### src/ect_regs.svh
`ifndef ECT_REGS_SVH
`define ECT_REGS_SVH
// ----------------------------------------
// register offsets
// ----------------------------------------
`define ECT_OFS_CTRL    3'h0
`define ECT_OFS_STAT    3'h1
`define ECT_OFS_CMP     3'h2
`define ECT_OFS_CNT     3'h3
`define ECT_OFS_TBC     3'h4
`define ECT_OFS_PORT    3'h5
// ----------------------------------------
// control field positions
// ----------------------------------------
`define ECT_CTRL_EVIE   7
`define ECT_CTRL_MIE    6
`define ECT_CTRL_CSEL   4
`define ECT_CTRL_IMODE  3
`define ECT_CTRL_IPOL   2
`define ECT_CTRL_OE     1
`define ECT_CTRL_OEDGE  0
`define ECT_CTRL_MASK   8'hDF
// ----------------------------------------
// status field positions
// ----------------------------------------
`define ECT_STAT_EVF    7
`define ECT_STAT_MF     6
`define ECT_STAT_EVCLR  3
`define ECT_STAT_MCLR   2
// ----------------------------------------
// port bits: out data, out dir, in dir
// ----------------------------------------
`define ECT_PORT_ODATA  0
`define ECT_PORT_ODIR   1
`define ECT_PORT_IDIR   2
// ----------------------------------------
// reset values and prescale divisions
// ----------------------------------------
`define ECT_RST_REG     8'h00
`define ECT_CNT_PRESET  8'h01
`define ECT_DIV_1       8'h00
`define ECT_DIV_4       8'h03
`define ECT_DIV_32      8'h1F
`define ECT_DIV_256     8'hFF
`endif

### src/ect_pkg.sv
package ect_pkg;
    typedef logic [7:0] ect_byte_t;
    typedef logic [2:0] ect_addr_t;
endpackage

### src/ect_timer.sv
`timescale 1ns/1ps
`include "ect_regs.svh"
// Function
// - event interrupt requested only with its enable and flag set; enable resets clear.
// - match interrupt requested only with its enable and flag set; enable resets clear.
// - clock select 0 picks prescaled clock, 1 picks external clock; resets clear.
// - edge mode counts chosen edge; gated mode counts while chosen level holds.
// - output enable change takes effect at next output edge chosen by edge select.
// - counter write loads divide-by-two stage with the edge select level.
// - event flag sets on active edge, or on gate active-to-inactive transition.
// - event flag read only; cleared by reset or writing one to its clear bit.
// - match flag read only; cleared by reset or writing one to its clear bit.
// - compare copied to buffer on counter write, match preset, and reset.
// - buffer equal to counter sets match flag and presets counter to one.
// - counter increments on selected timer clock, synchronous to system clock.
// - counter becomes one on reset and on every counter write.
// - prescale code divides system clock by 1, 4, 32 or 256; resets clear.
// - event input passes a two-stage synchroniser before use.
// - gated mode passes prescaled clock only while input is at active level.
// - divide-by-two stage toggles on each match pulse for 50 percent output.
// - pin driven when direction set or synced enable high; idle shows data latch.
// - direction clear and clock off leaves pin undriven.
// - match latched in current timer cycle, pulse issued when next cycle begins.
// - preset from match or write wins over a simultaneous increment.
// - unused control and status bits read as zero.
module ect_timer (
    // clock and reset
    input  wire logic           clk,
    input  wire logic           nrst,
    // register port
    input  wire ect_pkg::ect_addr_t addr,
    input  wire ect_pkg::ect_byte_t wdata,
    input  wire logic           wr,
    input  wire logic           rd,
    output ect_pkg::ect_byte_t  rdata,
    // pins
    input  wire logic           event_in_pin,
    output logic                clock_out_pin_o,
    output logic                clock_out_pin_oe_n,
    output logic                in_pin_direction,
    // interrupt request
    output logic                irq
);
    import ect_pkg::*;

    // ----------------------------------------
    // registers
    // ----------------------------------------
    ect_byte_t ctrl_ff;
    ect_byte_t tbc_ff;
    ect_byte_t cmp_ff;
    ect_byte_t cmp_buf_ff;
    ect_byte_t cnt_ff;
    logic [2:0] port_ff;
    logic       evf_ff;
    logic       mf_ff;
    logic [7:0] pre_ff;
    logic       sync1_ff;
    logic       sync2_ff;
    logic       evi_prev_ff;
    logic       match_ff;
    logic       div_ff;
    logic       div_prev_ff;
    logic       oe_sync_ff;
    logic       tick;
    logic       ext_tick;
    logic       gate_act;
    logic       ev_edge;
    logic       gate_end;
    logic       cnt_wr;
    logic       preset;
    logic       out_edge;
    ect_byte_t  nxt_rdata;

    function automatic logic sel(input ect_addr_t a, input ect_addr_t o);
        sel = (a == o);
    endfunction

    assign cnt_wr = wr && sel(addr, `ECT_OFS_CNT);

    // ----------------------------------------
    // control, prescale and port registers
    // ----------------------------------------
    always_ff @(posedge clk or negedge nrst) begin
        if (!nrst) begin
            ctrl_ff <= `ECT_RST_REG;
            tbc_ff  <= `ECT_RST_REG;
            cmp_ff  <= `ECT_RST_REG;
            port_ff <= 3'h0;
        end else if (wr) begin
            if (sel(addr, `ECT_OFS_CTRL))
                ctrl_ff <= wdata & `ECT_CTRL_MASK;
            if (sel(addr, `ECT_OFS_TBC))
                tbc_ff <= {6'h00, wdata[1:0]};
            if (sel(addr, `ECT_OFS_CMP))
                cmp_ff <= wdata;
            if (sel(addr, `ECT_OFS_PORT))
                port_ff <= wdata[2:0];
        end
    end

    // ----------------------------------------
    // prescaler
    // ----------------------------------------
    function automatic ect_byte_t div_mask(input logic [1:0] c);
        case (c)
            2'b00:   div_mask = `ECT_DIV_1;
            2'b01:   div_mask = `ECT_DIV_4;
            2'b10:   div_mask = `ECT_DIV_32;
            default: div_mask = `ECT_DIV_256;
        endcase
    endfunction

    always_ff @(posedge clk or negedge nrst) begin
        if (!nrst)
            pre_ff <= 8'h00;
        else
            pre_ff <= pre_ff + 8'h01;
    end

    logic pre_tick;
    assign pre_tick = ((pre_ff & div_mask(tbc_ff[1:0])) == 8'h00);

    // ----------------------------------------
    // event input synchroniser and modes
    // ----------------------------------------
    always_ff @(posedge clk or negedge nrst) begin
        if (!nrst) begin
            sync1_ff    <= 1'b0;
            sync2_ff    <= 1'b0;
            evi_prev_ff <= 1'b0;
        end else begin
            sync1_ff    <= event_in_pin;
            sync2_ff    <= sync1_ff;
            evi_prev_ff <= sync2_ff;
        end
    end

    assign gate_act = (sync2_ff == ctrl_ff[`ECT_CTRL_IPOL]);
    assign ev_edge  = (sync2_ff != evi_prev_ff) && gate_act;
    assign gate_end = (evi_prev_ff == ctrl_ff[`ECT_CTRL_IPOL]) && !gate_act;
    assign ext_tick = ctrl_ff[`ECT_CTRL_IMODE] ? (pre_tick && gate_act) : ev_edge;
    assign tick     = ctrl_ff[`ECT_CTRL_CSEL] ? ext_tick : pre_tick;

    // ----------------------------------------
    // counter, compare buffer, match latch
    // ----------------------------------------
    logic match_hit;
    // an equal count seen in the same cycle as the tick presets at once,
    // so the count runs 1..compare and never shows compare plus one
    assign match_hit = match_ff || (cmp_buf_ff == cnt_ff);
    assign preset    = tick && match_hit;

    always_ff @(posedge clk or negedge nrst) begin
        if (!nrst) begin
            cnt_ff     <= `ECT_CNT_PRESET;
            cmp_buf_ff <= `ECT_RST_REG;
            match_ff   <= 1'b0;
        end else if (cnt_wr || preset) begin
            cnt_ff     <= `ECT_CNT_PRESET;
            cmp_buf_ff <= cmp_ff;
            match_ff   <= 1'b0;
        end else begin
            if (tick)
                cnt_ff <= cnt_ff + 8'h01;
            if (cmp_buf_ff == cnt_ff)
                match_ff <= 1'b1;
        end
    end

    // ----------------------------------------
    // status flags, set wins over clear
    // ----------------------------------------
    logic st_wr;
    logic ev_set;
    assign st_wr  = wr && sel(addr, `ECT_OFS_STAT);
    assign ev_set = ctrl_ff[`ECT_CTRL_IMODE] ? gate_end : ev_edge;

    always_ff @(posedge clk or negedge nrst) begin
        if (!nrst) begin
            evf_ff <= 1'b0;
            mf_ff  <= 1'b0;
        end else begin
            if (ev_set)
                evf_ff <= 1'b1;
            else if (st_wr && wdata[`ECT_STAT_EVCLR])
                evf_ff <= 1'b0;
            if (preset)
                mf_ff <= 1'b1;
            else if (st_wr && wdata[`ECT_STAT_MCLR])
                mf_ff <= 1'b0;
        end
    end

    assign irq = (ctrl_ff[`ECT_CTRL_EVIE] && evf_ff)
              || (ctrl_ff[`ECT_CTRL_MIE] && mf_ff);

    // ----------------------------------------
    // output divider and enable sync
    // ----------------------------------------
    always_ff @(posedge clk or negedge nrst) begin
        if (!nrst) begin
            div_ff      <= 1'b0;
            div_prev_ff <= 1'b0;
        end else begin
            div_prev_ff <= div_ff;
            if (cnt_wr)
                div_ff <= ctrl_ff[`ECT_CTRL_OEDGE];
            else if (preset)
                div_ff <= ~div_ff;
        end
    end

    assign out_edge = (div_ff != div_prev_ff) && (div_ff == ctrl_ff[`ECT_CTRL_OEDGE]);

    always_ff @(posedge clk or negedge nrst) begin
        if (!nrst)
            oe_sync_ff <= 1'b0;
        else if (out_edge)
            oe_sync_ff <= ctrl_ff[`ECT_CTRL_OE];
    end

    assign clock_out_pin_oe_n = !(port_ff[`ECT_PORT_ODIR] || oe_sync_ff);
    assign clock_out_pin_o    = oe_sync_ff ? div_prev_ff : port_ff[`ECT_PORT_ODATA];
    assign in_pin_direction   = port_ff[`ECT_PORT_IDIR];

    // ----------------------------------------
    // read data
    // ----------------------------------------
    always_comb begin
        nxt_rdata = 8'h00;
        case (addr)
            `ECT_OFS_CTRL: nxt_rdata = ctrl_ff;
            `ECT_OFS_STAT: nxt_rdata = {evf_ff, mf_ff, 6'h00};
            `ECT_OFS_CMP:  nxt_rdata = cmp_ff;
            `ECT_OFS_CNT:  nxt_rdata = cnt_ff;
            `ECT_OFS_TBC:  nxt_rdata = tbc_ff;
            `ECT_OFS_PORT: nxt_rdata = {5'h00, port_ff};
            default:       nxt_rdata = 8'h00;
        endcase
    end

    always_ff @(posedge clk or negedge nrst) begin
        if (!nrst)
            rdata <= 8'h00;
        else if (rd)
            rdata <= nxt_rdata;
        else
            rdata <= 8'h00;
    end
endmodule

### config.mk
export PLATFORM = sky130hd
export DESIGN_NAME = ect_timer
export DESIGN_NICKNAME = d
export VERILOG_FILES = /design/src/ect_pkg.sv /design/src/ect_timer.sv
export VERILOG_INCLUDE_DIRS = /design/src
export SDC_FILE = /design/constraint.sdc
export NUM_CORES = 1
export LEC_CHECK = 0
export BUFFER_PORTS_ARGS = -buffer_cell sky130_fd_sc_hd__buf_2
export CAP_MARGIN = 40
export CORE_UTILIZATION = 40
export DETAILED_ROUTE_END_ITERATION = 12
export PLACE_DENSITY = 0.56
export SKIP_LAST_GASP = 1
export SLEW_MARGIN = 20
export SYNTH_ARGS = -nofsm -noshare
export SYNTH_HDL_FRONTEND = slang
export SYNTH_SLANG_ARGS = --single-unit
### constraint.sdc
create_clock -name clk -period 3.55 [get_ports clk]
set_input_delay 0.5325 -clock clk [delete_from_list [all_inputs] [get_ports clk]]
set_output_delay 0.5325 -clock clk [all_outputs]
set_load 0.05 [all_outputs]
## Word level (Yosys, flattened, before mapping)

Index checks and enable logic that the tools add are counted.
W data, S select, Z words.

| storage, ports and cells | value |
|---|---|
| register bits | 61 |
| output and inout bits | 12 |
| word-level logic and storage cells | 80 |

| cells by class | value |
|---|---|
| add/sub/neg operators | 2 |
| eq/ne operators | 13 |
| multiplexer cells | 17 |
| bitwise gates (word level) | 2 |
| reduce and logical (&&, ||, !) cells | 29 |

Operators by type and width:

| kind | number |
|---|---|
| $pmux W8 S6 | 1 |
| $mux W8 | 3 |
| $pmux W8 S3 | 1 |
| $add A8 B1 Y8 const B | 2 |
| $mux W1 | 12 |
| $logic_and A1 B1 Y1 | 11 |
| $reduce_bool A2 Y1 | 5 |
| $and A8 B8 Y8 | 1 |
| $eq A8 B8 Y1 | 1 |
| $logic_not A8 Y1 | 1 |
| $reduce_and A2 Y1 | 4 |
| $eq A3 B2 Y1 const B | 2 |
| $eq A3 B3 Y1 const B | 2 |
| $logic_or A1 B1 Y1 | 4 |
| $eq A1 B1 Y1 | 3 |
| $eq A3 B1 Y1 const B | 1 |
| $logic_not A3 Y1 | 1 |
| $eq A2 B1 Y1 const B | 1 |
| $eq A2 B2 Y1 const B | 1 |
| $logic_not A1 Y1 | 2 |
| $logic_not A2 Y1 | 1 |
| $ne A1 B1 Y1 | 2 |
| $not A1 Y1 | 1 |

## Depth between registers and ports, before layout

| logic depth | value |
|---|---|
| word-level depth | 10 |
| gate-level depth with buffers | 6 |
| mapped depth without buffers | 5 |

## Worst setup path before layout

OpenSTA, ideal clock, no wires.

| path | value |
|---|---|
| kind | in2reg |
| start | in addr[1] |
| end | reg cmp_buf_ff[0] |
| arrival | 1769 ps |
| required time | 3422 ps |
| path slack | 1653 ps |
| stages | 6 |
| path buffers | 2 |
| cells stage by stage | clkbuf_1 > nand2_1 > or2_1 > clkbuf_1 > o21ai_4 > mux2_1 |

| on the way | value |
|---|---|
| cells in the longest elaborated chain, start to end | 3 |

Ends and longest elaborated chain:

| element | RTL line | RTL |
|---|---|---|
| from (decl) | ect_timer.sv:31 | `input wire ect_pkg::ect_addr_t addr,` |
| $eq A3 B2 Y1 | ect_timer.sv:76 | `sel = (a == o);` |
| $logic_and A1 B1 Y1 | ect_timer.sv:79 | `` assign cnt_wr = wr && sel(addr, `ECT_OFS_CNT); `` |
| $logic_or A1 B1 Y1 | ect_timer.sv:159 | `end else if (cnt_wr \|\| preset) begin` |
| to (signal assigned) | ect_timer.sv:157 | `` cmp_buf_ff <= `ECT_RST_REG; `` |
| to (signal assigned) | ect_timer.sv:161 | `cmp_buf_ff <= cmp_ff;` |
| to (decl) | ect_timer.sv:52 | `ect_byte_t cmp_buf_ff;` |

Every way passes these cells.
A chain may end at the register's enable or synchronous reset.

## Worst setup path after layout

| path | value |
|---|---|
| start | reg cnt_ff[0] |
| end | reg cnt_ff[6] |

| on the way | value |
|---|---|
| cells in the longest elaborated chain, start to end | 5 |

Ends and longest elaborated chain:

| element | RTL line | RTL |
|---|---|---|
| from (decl) | ect_timer.sv:53 | `ect_byte_t cnt_ff;` |
| from (signal assigned) | ect_timer.sv:156 | `` cnt_ff <= `ECT_CNT_PRESET; `` |
| from (signal assigned) | ect_timer.sv:160 | `` cnt_ff <= `ECT_CNT_PRESET; `` |
| from (signal assigned) | ect_timer.sv:165 | `cnt_ff <= cnt_ff + 8'h01;` |
| parallel branches: the longest is 5 deep, another holds $add A8 B1 Y8 | - |  |

Several ways; the timed one is not identified. The select of a mux whose other input is x is not followed.

==> impl_metrics.toml <==
[power]
p_per_area_nw_per_um2 = 669
peakVddDrop_v = 0.000341
power_mw = 2.24
p_sw_mw = 0.717
switching_share_pct = 32.1
p_clk_share_pct = 30.9
leakagePower_nw = 1.46
internal_power_mw = 1.52
seq_power_share_pct = 45.0
p_comb_share_pct = 24.1

[routing]
drt_drc_violations_left = 0
drt_iter0_markers = 101
first_pass_iters = 4
num_vias = 1986
wl_per_cell_um = 15.7
via_per_inst = 5.27
wl_met1_um = 2930
drt-total-wl_um = 5920
detail-route-antenna-nets = 0
highest_layer = "met4"
wl_met2_um = 2620
dr_wl_met3_um = 272

[clock_network]
cts_tree = "done"
h-tree-depth = 3
postCtsSetupRepairBufs = 0
ctsResizeCount = 0
clkTransAtPathRegs_ns = 0.07
cts.sinks = 61
cts_made_buffers = 9
cts-hold-fix-buffers = 0
cts_root_buf = "clkbuf_8"
clock_path_buffers = 2
clk-insertion-delay-late_ns = 0.33

[worst_setup_path]
worstSetupPathType = "flop to flop"
cp.buffers_inverters = 1
cp_slowest_cell = "dfstp_2"
max_stage_delay_ns = 0.60
worstPathMaxFanout = 8
crit_path_end_kind = "flop"
crit_chain = "xor2_1, nor4_1, a21oi_1, buf_4, nand2_1, o22ai_1"
cp.depth = 6
start_kind = "flop"
required_ns = 3.80
cpLargestDelayFamily = "compound AO/OA/AOI/OAI gates"
cp.arrival_ns = 2.43
reg2reg_depth = 6

[timing]
layout_setup_ws_ns = 1.37
finClkSkew_ns = 0.00839
rsz0062_at_grt = "false"
post-route-period-util_pct = 61.4
max_clock_freq_ghz = 0.458
setup_violations = 0
finalHoldViolations = 0
worstMarginPinSlew_ns = 0.737
maxSlewHeadroom_pct = 50.7
finalSetupTns_ns = 0
slew_violations = 0
fin_crit_ns = 2.18

[place]
dp.cells = 361
place_ws_ns = 1.39
dp_hpwl_um = 4320
io_buffers = 27
gp_congestion = 0.790

[floorplanning]
die_w_um = 86.7
core_area_sq_um = 6870
io_pins = 28
fp.dieH_um = 86.7
start_util_pct = 41.8
dieArea_sq_um = 7520
rows = 30

[grt]
antenna_found_initial = 0
grt_max_degree = 22
grt_pass1_vias = 1937
grtUsageTotal_pct = 18.3
gr-total-overflow = 0
grt_pass1_wl_um = 10100

[logic_synthesis]
yosysUniqueCellTypes = 48
synth.area.top_cells = "dfrtp_1 52%, mux2_1 13%, xor2_1 3.4%"
ys_warn_count = 0
synthCells = 242
synth_flop_cell = "dfrtp_1"
synth.avg_cell_area_sq_um = 11.9
synth_area_sq_um = 2870
synthArstFlopShare_pct = 100
synth_area_leader_cell = "dfrtp_1"
synth_nets = 260
synth_seq_area_share_pct = 53.2
synth-seq-cells = 61
synth_top_area_share_pct = 52.3
synth_edf_count = 0

[finish]
final_cells = 377
area_growth_syn_to_layout_pct = 16.2
post-route-util_pct = 48.6
nets = 294
antenna_cells = 0
drive_gt1_share_pct = 19.9

[run]
maxCapViolCount = 0

[run_status]
status = "complete, no violations"

[worst_hold_path]
hp-class = "primary input to async pin"
## sequential cells by signal, indices dropped and copies added, names as in the netlist, 2 cells and up
| signal | count |
|---|---|
| cnt_ff | 8 |
| tbc_ff | 2 |
| cmp_ff | 8 |
| port_ff | 3 |
| ctrl_ff | 7 |
| pre_ff | 8 |
| cmp_buf_ff | 8 |
| rdata | 8 |
## synthesized netlist by cell type (2+ instances only)
master and count:
buf_2 2, mux2_1 32, xor2_1 11, a22oi_1 3, nor4_1 2, nand2b_1 4, nor3b_1 4, dfrtp_1 60
o21ai_1 2, nand3_1 9, nor2_1 12, mux2_2 3, clkbuf_1 3, o22ai_1 7, nand3b_1 2, or2_1 3
nand2_1 21, a222oi_1 2, ha_1 2, xnor2_1 5, mux4_2 2, or3_1 7, inv_1 2, nand4_1 2
o21a_1 2, nor2b_1 6, a21oi_1 11
## placed cells by master, fill, tap and decap left out, types with 3 or more instances in the layout
cell type,Yosys,routed
nand3_1,9,9
or3_1,7,7
buf_2,2,27
nor2_1,12,12
or2_1,3,3
nor2b_1,6,6
mux2_2,3,3
clkbuf_8,0,11
nand2b_1,4,4
nor3b_1,4,4
dfrtp_1,60,60
xor2_1,11,11
nand2_1,21,21
buf_4,0,3
mux2_1,32,32
xnor2_1,5,5
a21oi_1,11,11
a22oi_1,3,3
o22ai_1,7,7
## per-stage QoR
stage	area (sq um)	hold slack [ns]
detailed placement	3110	0.336
finish	3340	0.152
global route	3340	0.175
global placement	3110	0.333
CTS	3340	0.149
floorplan	2870	0.237
## final cells by class
class | instances | area [sq um]
clock buffers | 12 | 155
repair buffers | 30 | 158
fillers | 665 | 3530
flip-flops and latches | 61 | 1530
clock inverters | 4 | 70.1
inverters | 2 | 7.51
multi-input cells | 172 | 1300
well taps | 96 | 120
## worst paths after layout
kind                                  startpoint                endpoint  slack (ns)
min in group clk                    event_in_pin      sync1_ff$_DFF_PN0_        0.31
max                        cnt_ff[0]$_DFFE_PN1P_   cnt_ff[6]$_DFFE_PN0P_        1.37
min                                         nrst  port_ff[1]$_DFFE_PN0P_        0.15
max reg2reg                cnt_ff[0]$_DFFE_PN1P_   cnt_ff[6]$_DFFE_PN0P_        1.37
max in group asynchronous                   nrst   cnt_ff[0]$_DFFE_PN1P_        2.68
min reg2reg                   sync1_ff$_DFF_PN0_      sync2_ff$_DFF_PN0_        0.35
## logic make-up after synthesis
family          after synthesis  share of synthesized area, %
xor+xnor                     16                          4.88
buf+inv                       9                          1.52
mux                          38                          15.6
fa+ha+maj                     2                         0.871
simple gates                 78                          14.3
flops                        61                          53.2
compound gates               38                          9.63
## metal layers
metal,up-vias,GRT usage (%)
met2,55,26.9
met1,975,25.3
met4,0,7.73
li1,947,-
met3,9,5.05
met5,-,0
## power groups by stage
stage,Combinational (mW),Clock [mW],Sequential (mW)
after global routing,0.599,0.740,1.03
after CTS,0.546,0.711,1.01
after floorplan,0.399,0,0.996
final,0.539,0.691,1.01
after detailed placement,0.543,0,1.02
after global placement,0.537,0,1.02
Note: power is estimated with default switching activity, not from simulation.
